<file path="config.mk">
export PLATFORM = sky130hd
export DESIGN_NAME = rgef_event_flags
export DESIGN_NICKNAME = d
export VERILOG_FILES = /design/src/logic/rgef_event_flags.v
export VERILOG_INCLUDE_DIRS = /design/src /design/src/logic
export SDC_FILE = /design/constraint.sdc
export NUM_CORES = 1
export LEC_CHECK = 0
export BUFFER_PORTS_ARGS = -buffer_cell sky130_fd_sc_hd__buf_2
export CORE_MARGIN = 2
export CORE_UTILIZATION = 30
export DETAILED_ROUTE_END_ITERATION = 8
export SKIP_CTS_REPAIR_TIMING = 1
export SYNTH_ARGS = -nofsm -noshare
export SYNTH_HDL_FRONTEND = slang
export SYNTH_SLANG_ARGS = --single-unit
</file>
<file path="constraint.sdc">
create_clock -name i_clock -period 1.55 [get_ports i_clock]
set_input_delay 0.155 -clock i_clock [delete_from_list [all_inputs] [get_ports i_clock]]
set_output_delay 0.155 -clock i_clock [all_outputs]
set_load 0.02 [all_outputs]
</file>
<file path="src/logic/rgef_map.vh">
// register map and constants of the regulator event flag block
// Overview of operation
// - The mask register at 0x06 holds four read/write mask bits: thermal at 3, power-good at 2, overvoltage at 1, overcurrent at 0; a one masks the source.
// - The power-good mask bit sits at position 2, where a one masks and a zero unmasks the power-good event.
// - After reset the mask register reads 0x00, all sources unmasked, with the upper four bits reserved and reading zero.
// - The power-good flag at bit 2 of the status register at 0x07 sets when the power-good status falls from 1 to 0, and on no other change.
// - The overvoltage flag at bit 1 sets when the overvoltage status rises from 0 to 1, and on no other change.
// - The overcurrent flag at bit 0 sets when the overcurrent status rises from 0 to 1, and on no other change.
// - The thermal flag at bit 3 sets when the thermal shutdown status rises from 0 to 1, and on no other change.
`ifndef RGEF_MAP_VH
`define RGEF_MAP_VH

// ****************************************
// register byte addresses (index times 4)
// ****************************************
`define RGEF_IDX_MASK      8'h06
`define RGEF_IDX_FLAGS     8'h07
`define RGEF_IDX_PENDING   8'h08
`define RGEF_IDX_IRQ_MASK  8'h09
`define RGEF_ADDR_MASK     10'h018
`define RGEF_ADDR_FLAGS    10'h01C
`define RGEF_ADDR_PENDING  10'h020
`define RGEF_ADDR_IRQ_MASK 10'h024

// ****************************************
// field positions and reset values
// ****************************************
`define RGEF_BIT_OC        0
`define RGEF_BIT_OV        1
`define RGEF_BIT_PG        2
`define RGEF_BIT_TH        3
`define RGEF_RST_MASK      4'h0
`define RGEF_RST_FLAGS     4'h0
`define RGEF_RST_IRQ_MASK  4'h0
`define RGEF_RST_PENDING   4'h0
`define RGEF_RST_STATUS    4'h0

`endif

</file>
<file path="src/logic/rgef_event_flags.v">
// event flag, mask and interrupt logic with classic wishbone slave
`timescale 1ns/1ps
`default_nettype none
`include "rgef_map.vh"

module rgef_event_flags (
    input  wire        i_clock,
    input  wire        i_rst_b,
    input  wire        i_wb_cyc,
    input  wire        i_wb_stb,
    input  wire        i_wb_we,
    input  wire [9:0]  i_wb_adr,
    input  wire [3:0]  i_wb_sel,
    input  wire [31:0] i_wb_dat,
    input  wire        i_thermal_shutdown_status,
    input  wire        i_power_good_status,
    input  wire        i_overvoltage_status,
    input  wire        i_overcurrent_status,
    output reg  [31:0] o_wb_dat,
    output reg         o_wb_ack,
    output reg         o_irq
);

    // ****************************************
    // bus handshake states
    // ****************************************
    localparam [1:0] ST_IDLE     = 2'b01;
    localparam [1:0] ST_ANSWER   = 2'b10;
    localparam       ST_IDLE_BIT = 0;

    // ****************************************
    // state
    // ****************************************
    reg  [3:0]  event_mask;
    reg  [3:0]  event_flags;
    reg  [3:0]  pending;
    reg  [3:0]  irq_mask;
    reg  [3:0]  status_prev;
    reg         primed;
    reg  [1:0]  bus_state;

    reg  [3:0]  next_mask;
    reg  [3:0]  next_flags;
    reg  [3:0]  next_pending;
    reg  [3:0]  next_irq_mask;
    reg  [3:0]  next_status_prev;
    reg         next_primed;
    reg  [1:0]  next_state;
    reg  [31:0] read_value;
    reg         next_ack;
    reg  [31:0] next_dat;
    reg         next_irq;

    wire [3:0]  status_now;
    wire [3:0]  hit;
    wire [3:0]  masked_hit;
    wire        request;
    wire        access;
    wire        rd_access;
    wire        wr_lane0;
    wire        sel_mask;
    wire        sel_flags;
    wire        sel_pending;
    wire        sel_irq_mask;
    wire        rd_flags;
    wire        wr_mask;
    wire        wr_pending;
    wire        wr_irq_mask;

    // ****************************************
    // helper functions
    // ****************************************
    // zero extension of a four bit field
    function [31:0] rgef_pad;
        input [3:0] v;
        begin
            rgef_pad = {28'h0000000, v};
        end
    endfunction

    // rising transition between two samples
    function rgef_rise;
        input en;
        input prev;
        input cur;
        begin
            rgef_rise = en & ~prev & cur;
        end
    endfunction

    // falling transition between two samples
    function rgef_fall;
        input en;
        input prev;
        input cur;
        begin
            rgef_fall = en & prev & ~cur;
        end
    endfunction

    // full address compare
    function rgef_match;
        input [9:0] adr;
        input [9:0] target;
        begin
            rgef_match = (adr == target);
        end
    endfunction

    // clear selected bits, new sets win
    function [3:0] rgef_set_clear;
        input [3:0] cur;
        input [3:0] clr;
        input [3:0] add;
        begin
            rgef_set_clear = (cur & ~clr) | add;
        end
    endfunction

    // ****************************************
    // status capture
    // ****************************************
    assign status_now[`RGEF_BIT_TH] = i_thermal_shutdown_status;
    assign status_now[`RGEF_BIT_PG] = i_power_good_status;
    assign status_now[`RGEF_BIT_OV] = i_overvoltage_status;
    assign status_now[`RGEF_BIT_OC] = i_overcurrent_status;

    // ****************************************
    // edge detection
    // ****************************************
    assign hit[`RGEF_BIT_TH] = rgef_rise(primed, status_prev[`RGEF_BIT_TH],
                                         status_now[`RGEF_BIT_TH]);
    assign hit[`RGEF_BIT_PG] = rgef_fall(primed, status_prev[`RGEF_BIT_PG],
                                         status_now[`RGEF_BIT_PG]);
    assign hit[`RGEF_BIT_OV] = rgef_rise(primed, status_prev[`RGEF_BIT_OV],
                                         status_now[`RGEF_BIT_OV]);
    assign hit[`RGEF_BIT_OC] = rgef_rise(primed, status_prev[`RGEF_BIT_OC],
                                         status_now[`RGEF_BIT_OC]);
    assign masked_hit = hit & ~event_mask;

    // ****************************************
    // bus handshake
    // ****************************************
    assign request = i_wb_cyc & i_wb_stb;
    assign access  = bus_state[ST_IDLE_BIT] & request;

    always @* begin
        case (bus_state)
            ST_IDLE: begin
                if (request) begin
                    next_state = ST_ANSWER;
                end else begin
                    next_state = ST_IDLE;
                end
            end
            ST_ANSWER: begin
                next_state = ST_IDLE;
            end
            default: begin
                next_state = ST_IDLE;
            end
        endcase
    end

    // ****************************************
    // bus decode
    // ****************************************
    assign sel_mask     = rgef_match(i_wb_adr, `RGEF_ADDR_MASK);
    assign sel_flags    = rgef_match(i_wb_adr, `RGEF_ADDR_FLAGS);
    assign sel_pending  = rgef_match(i_wb_adr, `RGEF_ADDR_PENDING);
    assign sel_irq_mask = rgef_match(i_wb_adr, `RGEF_ADDR_IRQ_MASK);
    assign rd_access    = access & ~i_wb_we;
    assign wr_lane0     = access & i_wb_we & i_wb_sel[0];
    assign rd_flags     = rd_access & sel_flags;
    assign wr_mask      = wr_lane0 & sel_mask;
    assign wr_pending   = wr_lane0 & sel_pending;
    assign wr_irq_mask  = wr_lane0 & sel_irq_mask;

    // ****************************************
    // next register values
    // ****************************************
    always @* begin
        if (wr_mask) begin
            next_mask = i_wb_dat[3:0];
        end else begin
            next_mask = event_mask;
        end
    end

    always @* begin
        if (wr_irq_mask) begin
            next_irq_mask = i_wb_dat[3:0];
        end else begin
            next_irq_mask = irq_mask;
        end
    end

    // read clears, new edge wins
    always @* begin
        if (rd_flags) begin
            next_flags = rgef_set_clear(event_flags, 4'hF, hit);
        end else begin
            next_flags = rgef_set_clear(event_flags, 4'h0, hit);
        end
    end

    // write one clears, new event wins
    always @* begin
        if (wr_pending) begin
            next_pending = rgef_set_clear(pending, i_wb_dat[3:0], masked_hit);
        end else begin
            next_pending = rgef_set_clear(pending, 4'h0, masked_hit);
        end
    end

    always @* begin
        next_status_prev = status_now;
        next_primed      = 1'b1;
    end

    // ****************************************
    // read back
    // ****************************************
    always @* begin
        case (i_wb_adr)
            `RGEF_ADDR_MASK: begin
                read_value = rgef_pad(event_mask);
            end
            `RGEF_ADDR_FLAGS: begin
                read_value = rgef_pad(event_flags);
            end
            `RGEF_ADDR_PENDING: begin
                read_value = rgef_pad(pending);
            end
            `RGEF_ADDR_IRQ_MASK: begin
                read_value = rgef_pad(irq_mask);
            end
            default: begin
                read_value = 32'h00000000;
            end
        endcase
    end

    // ****************************************
    // output values
    // ****************************************
    always @* begin
        next_ack = access;
        if (rd_access) begin
            next_dat = read_value;
        end else begin
            next_dat = 32'h00000000;
        end
    end

    always @* begin
        next_irq = |(next_pending & ~irq_mask);
    end

    // ****************************************
    // registers
    // ****************************************
    always @(posedge i_clock) begin
        if (!i_rst_b) begin
            event_mask <= `RGEF_RST_MASK;
        end else begin
            event_mask <= next_mask;
        end
    end

    always @(posedge i_clock) begin
        if (!i_rst_b) begin
            event_flags <= `RGEF_RST_FLAGS;
        end else begin
            event_flags <= next_flags;
        end
    end

    always @(posedge i_clock) begin
        if (!i_rst_b) begin
            pending <= `RGEF_RST_PENDING;
        end else begin
            pending <= next_pending;
        end
    end

    always @(posedge i_clock) begin
        if (!i_rst_b) begin
            irq_mask <= `RGEF_RST_IRQ_MASK;
        end else begin
            irq_mask <= next_irq_mask;
        end
    end

    always @(posedge i_clock) begin
        if (!i_rst_b) begin
            status_prev <= `RGEF_RST_STATUS;
        end else begin
            status_prev <= next_status_prev;
        end
    end

    always @(posedge i_clock) begin
        if (!i_rst_b) begin
            primed <= 1'b0;
        end else begin
            primed <= next_primed;
        end
    end

    always @(posedge i_clock) begin
        if (!i_rst_b) begin
            bus_state <= ST_IDLE;
        end else begin
            bus_state <= next_state;
        end
    end

    always @(posedge i_clock) begin
        if (!i_rst_b) begin
            o_wb_ack <= 1'b0;
        end else begin
            o_wb_ack <= next_ack;
        end
    end

    always @(posedge i_clock) begin
        if (!i_rst_b) begin
            o_wb_dat <= 32'h00000000;
        end else begin
            o_wb_dat <= next_dat;
        end
    end

    always @(posedge i_clock) begin
        if (!i_rst_b) begin
            o_irq <= 1'b0;
        end else begin
            o_irq <= next_irq;
        end
    end

endmodule // rgef_event_flags
`default_nettype wire

</file>
==> results_dict.tcl <==
set metrics [dict create \
    drtPass1Iterations 4 \
    gr-usage-met1_pct 13.9 \
    syn_area_um2 1470 \
    slew_violations 0 \
    diodes 0 \
    grt_overflow 0 \
    min_path_cells 2 \
    grt_pass1_wl_um 4500 \
    area_growth_pct 18.3 \
    critPathKind "reg -> reg" \
    vias 1082 \
    cts.clk_slew.worst_paths_ps 60 \
    finalNetCount 249 \
    hold_path.class "in -> reg" \
    synth.avg_cell_area_um2 9.48 \
    power_frac_clock_pct 38.6 \
    setup_viol_count_final 0 \
    worst_slack_ps 81.9 \
    htreeDepth 2 \
    seq_area_um2 581 \
    synth_seq_area_share_pct 39.5 \
    power_frac_seq_pct 49.4 \
    start_util_pct 31.1 \
    dieArea_um2 5470 \
    antenna_found_initial 0 \
    sw_frac_of_total_pct 25.1 \
    start_kind "register" \
    fin_skew_ps 3.75 \
    clockBufferDepth 2 \
    pwr_density_cell_nw_per_um2 911 \
    arrival_ps 1630 \
    die_w_um 74.0 \
    synth_seq_cells 29 \
    worstPathRequired_ps 1710 \
    io_pins 89 \
    grt_pass1_vias 970 \
    status "complete, no violations" \
    synth_top_area_share_pct 39.5 \
    numCtsBuffers 5 \
    hold_path_end "status_prev[2]" \
    utilization_pct 36.8 \
    min_period_ps 1470 \
    dp_cells 254 \
    netlist_instances 155 \
    p_comb_share_pct 12.0 \
    fillers 497 \
    fin_area_um2 1740 \
    fmax_mhz 681 \
    ant_nets 0 \
    ys_warn_count 0 \
    hold_start "i_power_good_status" \
    synth_top_area_cell "dfxtp_1" \
    core_area_um2 4720 \
    root_buffer "clkbuf_8" \
    grt_usage_pct 11.2 \
    most-common-layout-cells "dfxtp_1 (29), buf_2 (29), conb_1 (28)" \
    grt_max_degree 23 \
    cp_max_fo 6 \
    gp_congestion 0.785 \
    multi_input_area_um2 767 \
    place_ws_ps -55.5 \
    hold_violations 0 \
    reg2reg_depth 5 \
    drc 0 \
    place_area_um2 1640 \
    endpoint_kind "register" \
    ir_drop_uv 443 \
    viasPerCell 4.15 \
    num_rows 25 \
    yosysUniqueCellTypes 33 \
    maxCapViolCount 0 \
    timing.final.crit_share_pct 94.7 \
    cts_tree "built" \
    gr-usage-met2_pct 17.0 \
    gr-usage-met3_pct 3.39 \
    io_buffers 29 \
    p_int_mw 1.19 \
    clock-sinks 29 \
    p_sw_mw 0.397 \
    rsz0062_at_grt "false" \
    instances_no_fill 261 \
    timing.rr.start "bus_state[0]" \
    rrSetupSlack_ps 80 \
    fp.dieH_um 74.0 \
    routed_wl_um 2900 \
    clock_latency_ps 280 \
    detailed_place_hpwl_um 2200 \
    gr-max-usage-layer "met2" \
    p_leak_nw 0.772 \
    synthTopCellsByArea "dfxtp_1 (40%), buf_4 (14%), mux2i_1 (5.5%), a21boi_0 (4.1%), nor2b_1 (3.8%)" \
    wl_per_cell_um 11.1 \
    first_iter_violations 76 \
    drive_above_1_share_pct 26.3 \
    r2r_end "o_irq" \
]
==> through the flow <==
step / power [mW] / TNS (ps) / hold slack, ps
2_1_floorplan: 0.978 / 0 / 183
3_3_place_gp: 0.984 / -36.5 / 371
3_5_place_dp: 0.987 / -55.5 / 374
4_1_cts: 1.61 / 0 / 82.0
5_1_grt: 1.65 / 0 / 90.8
6_report: 1.58 / 0 / 88.2
==> area by class of cell <==
type / instances / share of cell area (%)
multi-input cells: 118 / 44.1
flip-flops and latches: 29 / 33.4
repair buffers: 38 / 12.2
clock buffers: 7 / 4.97
well taps: 67 / 4.82
inverters: 2 / 0.432
==> synthesized netlist by cell type <==
master and count:
dfxtp_1 29, buf_4 28, nor2_1 11, nor2b_1 9, a21boi_0 8, mux2i_1 8, nand2_1 7, a22oi_1 6
and2_1 5, clkbuf_1 5, nand3b_1 4, nor4b_1 4, o21a_1 4, a211oi_1 2, a221oi_1 2, and3_1 2
inv_1 2, nor3_1 2, o21bai_1 2, o22a_1 2, and4b_1 1, conb_1 1, nand2b_1 1, nand3_1 1
nand4_1 1, nand4b_4 1, nor3_4 1, nor4_4 1, o211ai_1 1, o22ai_1 1, o31a_1 1, or2_2 1
or2b_1 1
==> worst max-delay path by stage <==
stage	startpoint	to	slack [ps]	depth (start not counted)
floorplan	bus_state[0]	o_irq	180	5
global placement	i_wb_adr[1]	o_irq	-40	6
detailed placement	i_wb_adr[1]	o_irq	-60	6
CTS	bus_state[0]	o_irq	20	5
global route	bus_state[0]	o_irq	10	5
finish	bus_state[0]	o_irq	80	5
==> power groups by stage <==
| stage | combinational, mW | sequential, mW | clock, mW |
|---|---|---|---|
| 2_1_floorplan | 0.178 | 0.800 | 0 |
| 3_3_place_gp | 0.186 | 0.798 | 0 |
| 3_5_place_dp | 0.188 | 0.799 | 0 |
| 4_1_cts | 0.189 | 0.782 | 0.636 |
| 5_1_grt | 0.211 | 0.784 | 0.659 |
| 6_report | 0.190 | 0.783 | 0.611 |
==> worst max-delay path, cell delays in order, from the launching register on <==
cell      delay, ps
dfxtp_1         300
and3_2          240
nand4b_4        170
nor4b_1         290
o22ai_1         100
o31a_1          250
==> registers in the layout, summed over array words and instances (netlist names) <==
name         count
bus_state        2
event_flags      4
event_mask       4
irq_mask         4
o_irq            1
o_wb_ack         1
o_wb_dat         4
pending          4
primed           1
status_prev      4
==> layer usage <==
layer | vias to the layer above | routed length, µm
li1 | 562 | -
met1 | 472 | 1430
met2 | 44 | 1220
met3 | 4 | 210
met4 | 0 | 40
met5 | - | 0
==> cells by family (layout without fill, tap and decap cells) <==
kind of cell,Yosys count,count (layout),synth area share [%]
AOI/OAI and AO/OA,29,29,15.2
buffers and inverters,35,47,16.1
DFF,29,29,39.5
muxes,8,8,5.45
other,1,28,0.255
and+or+nand+nor,53,53,23.5
Power figures use the tool's default switching activity.
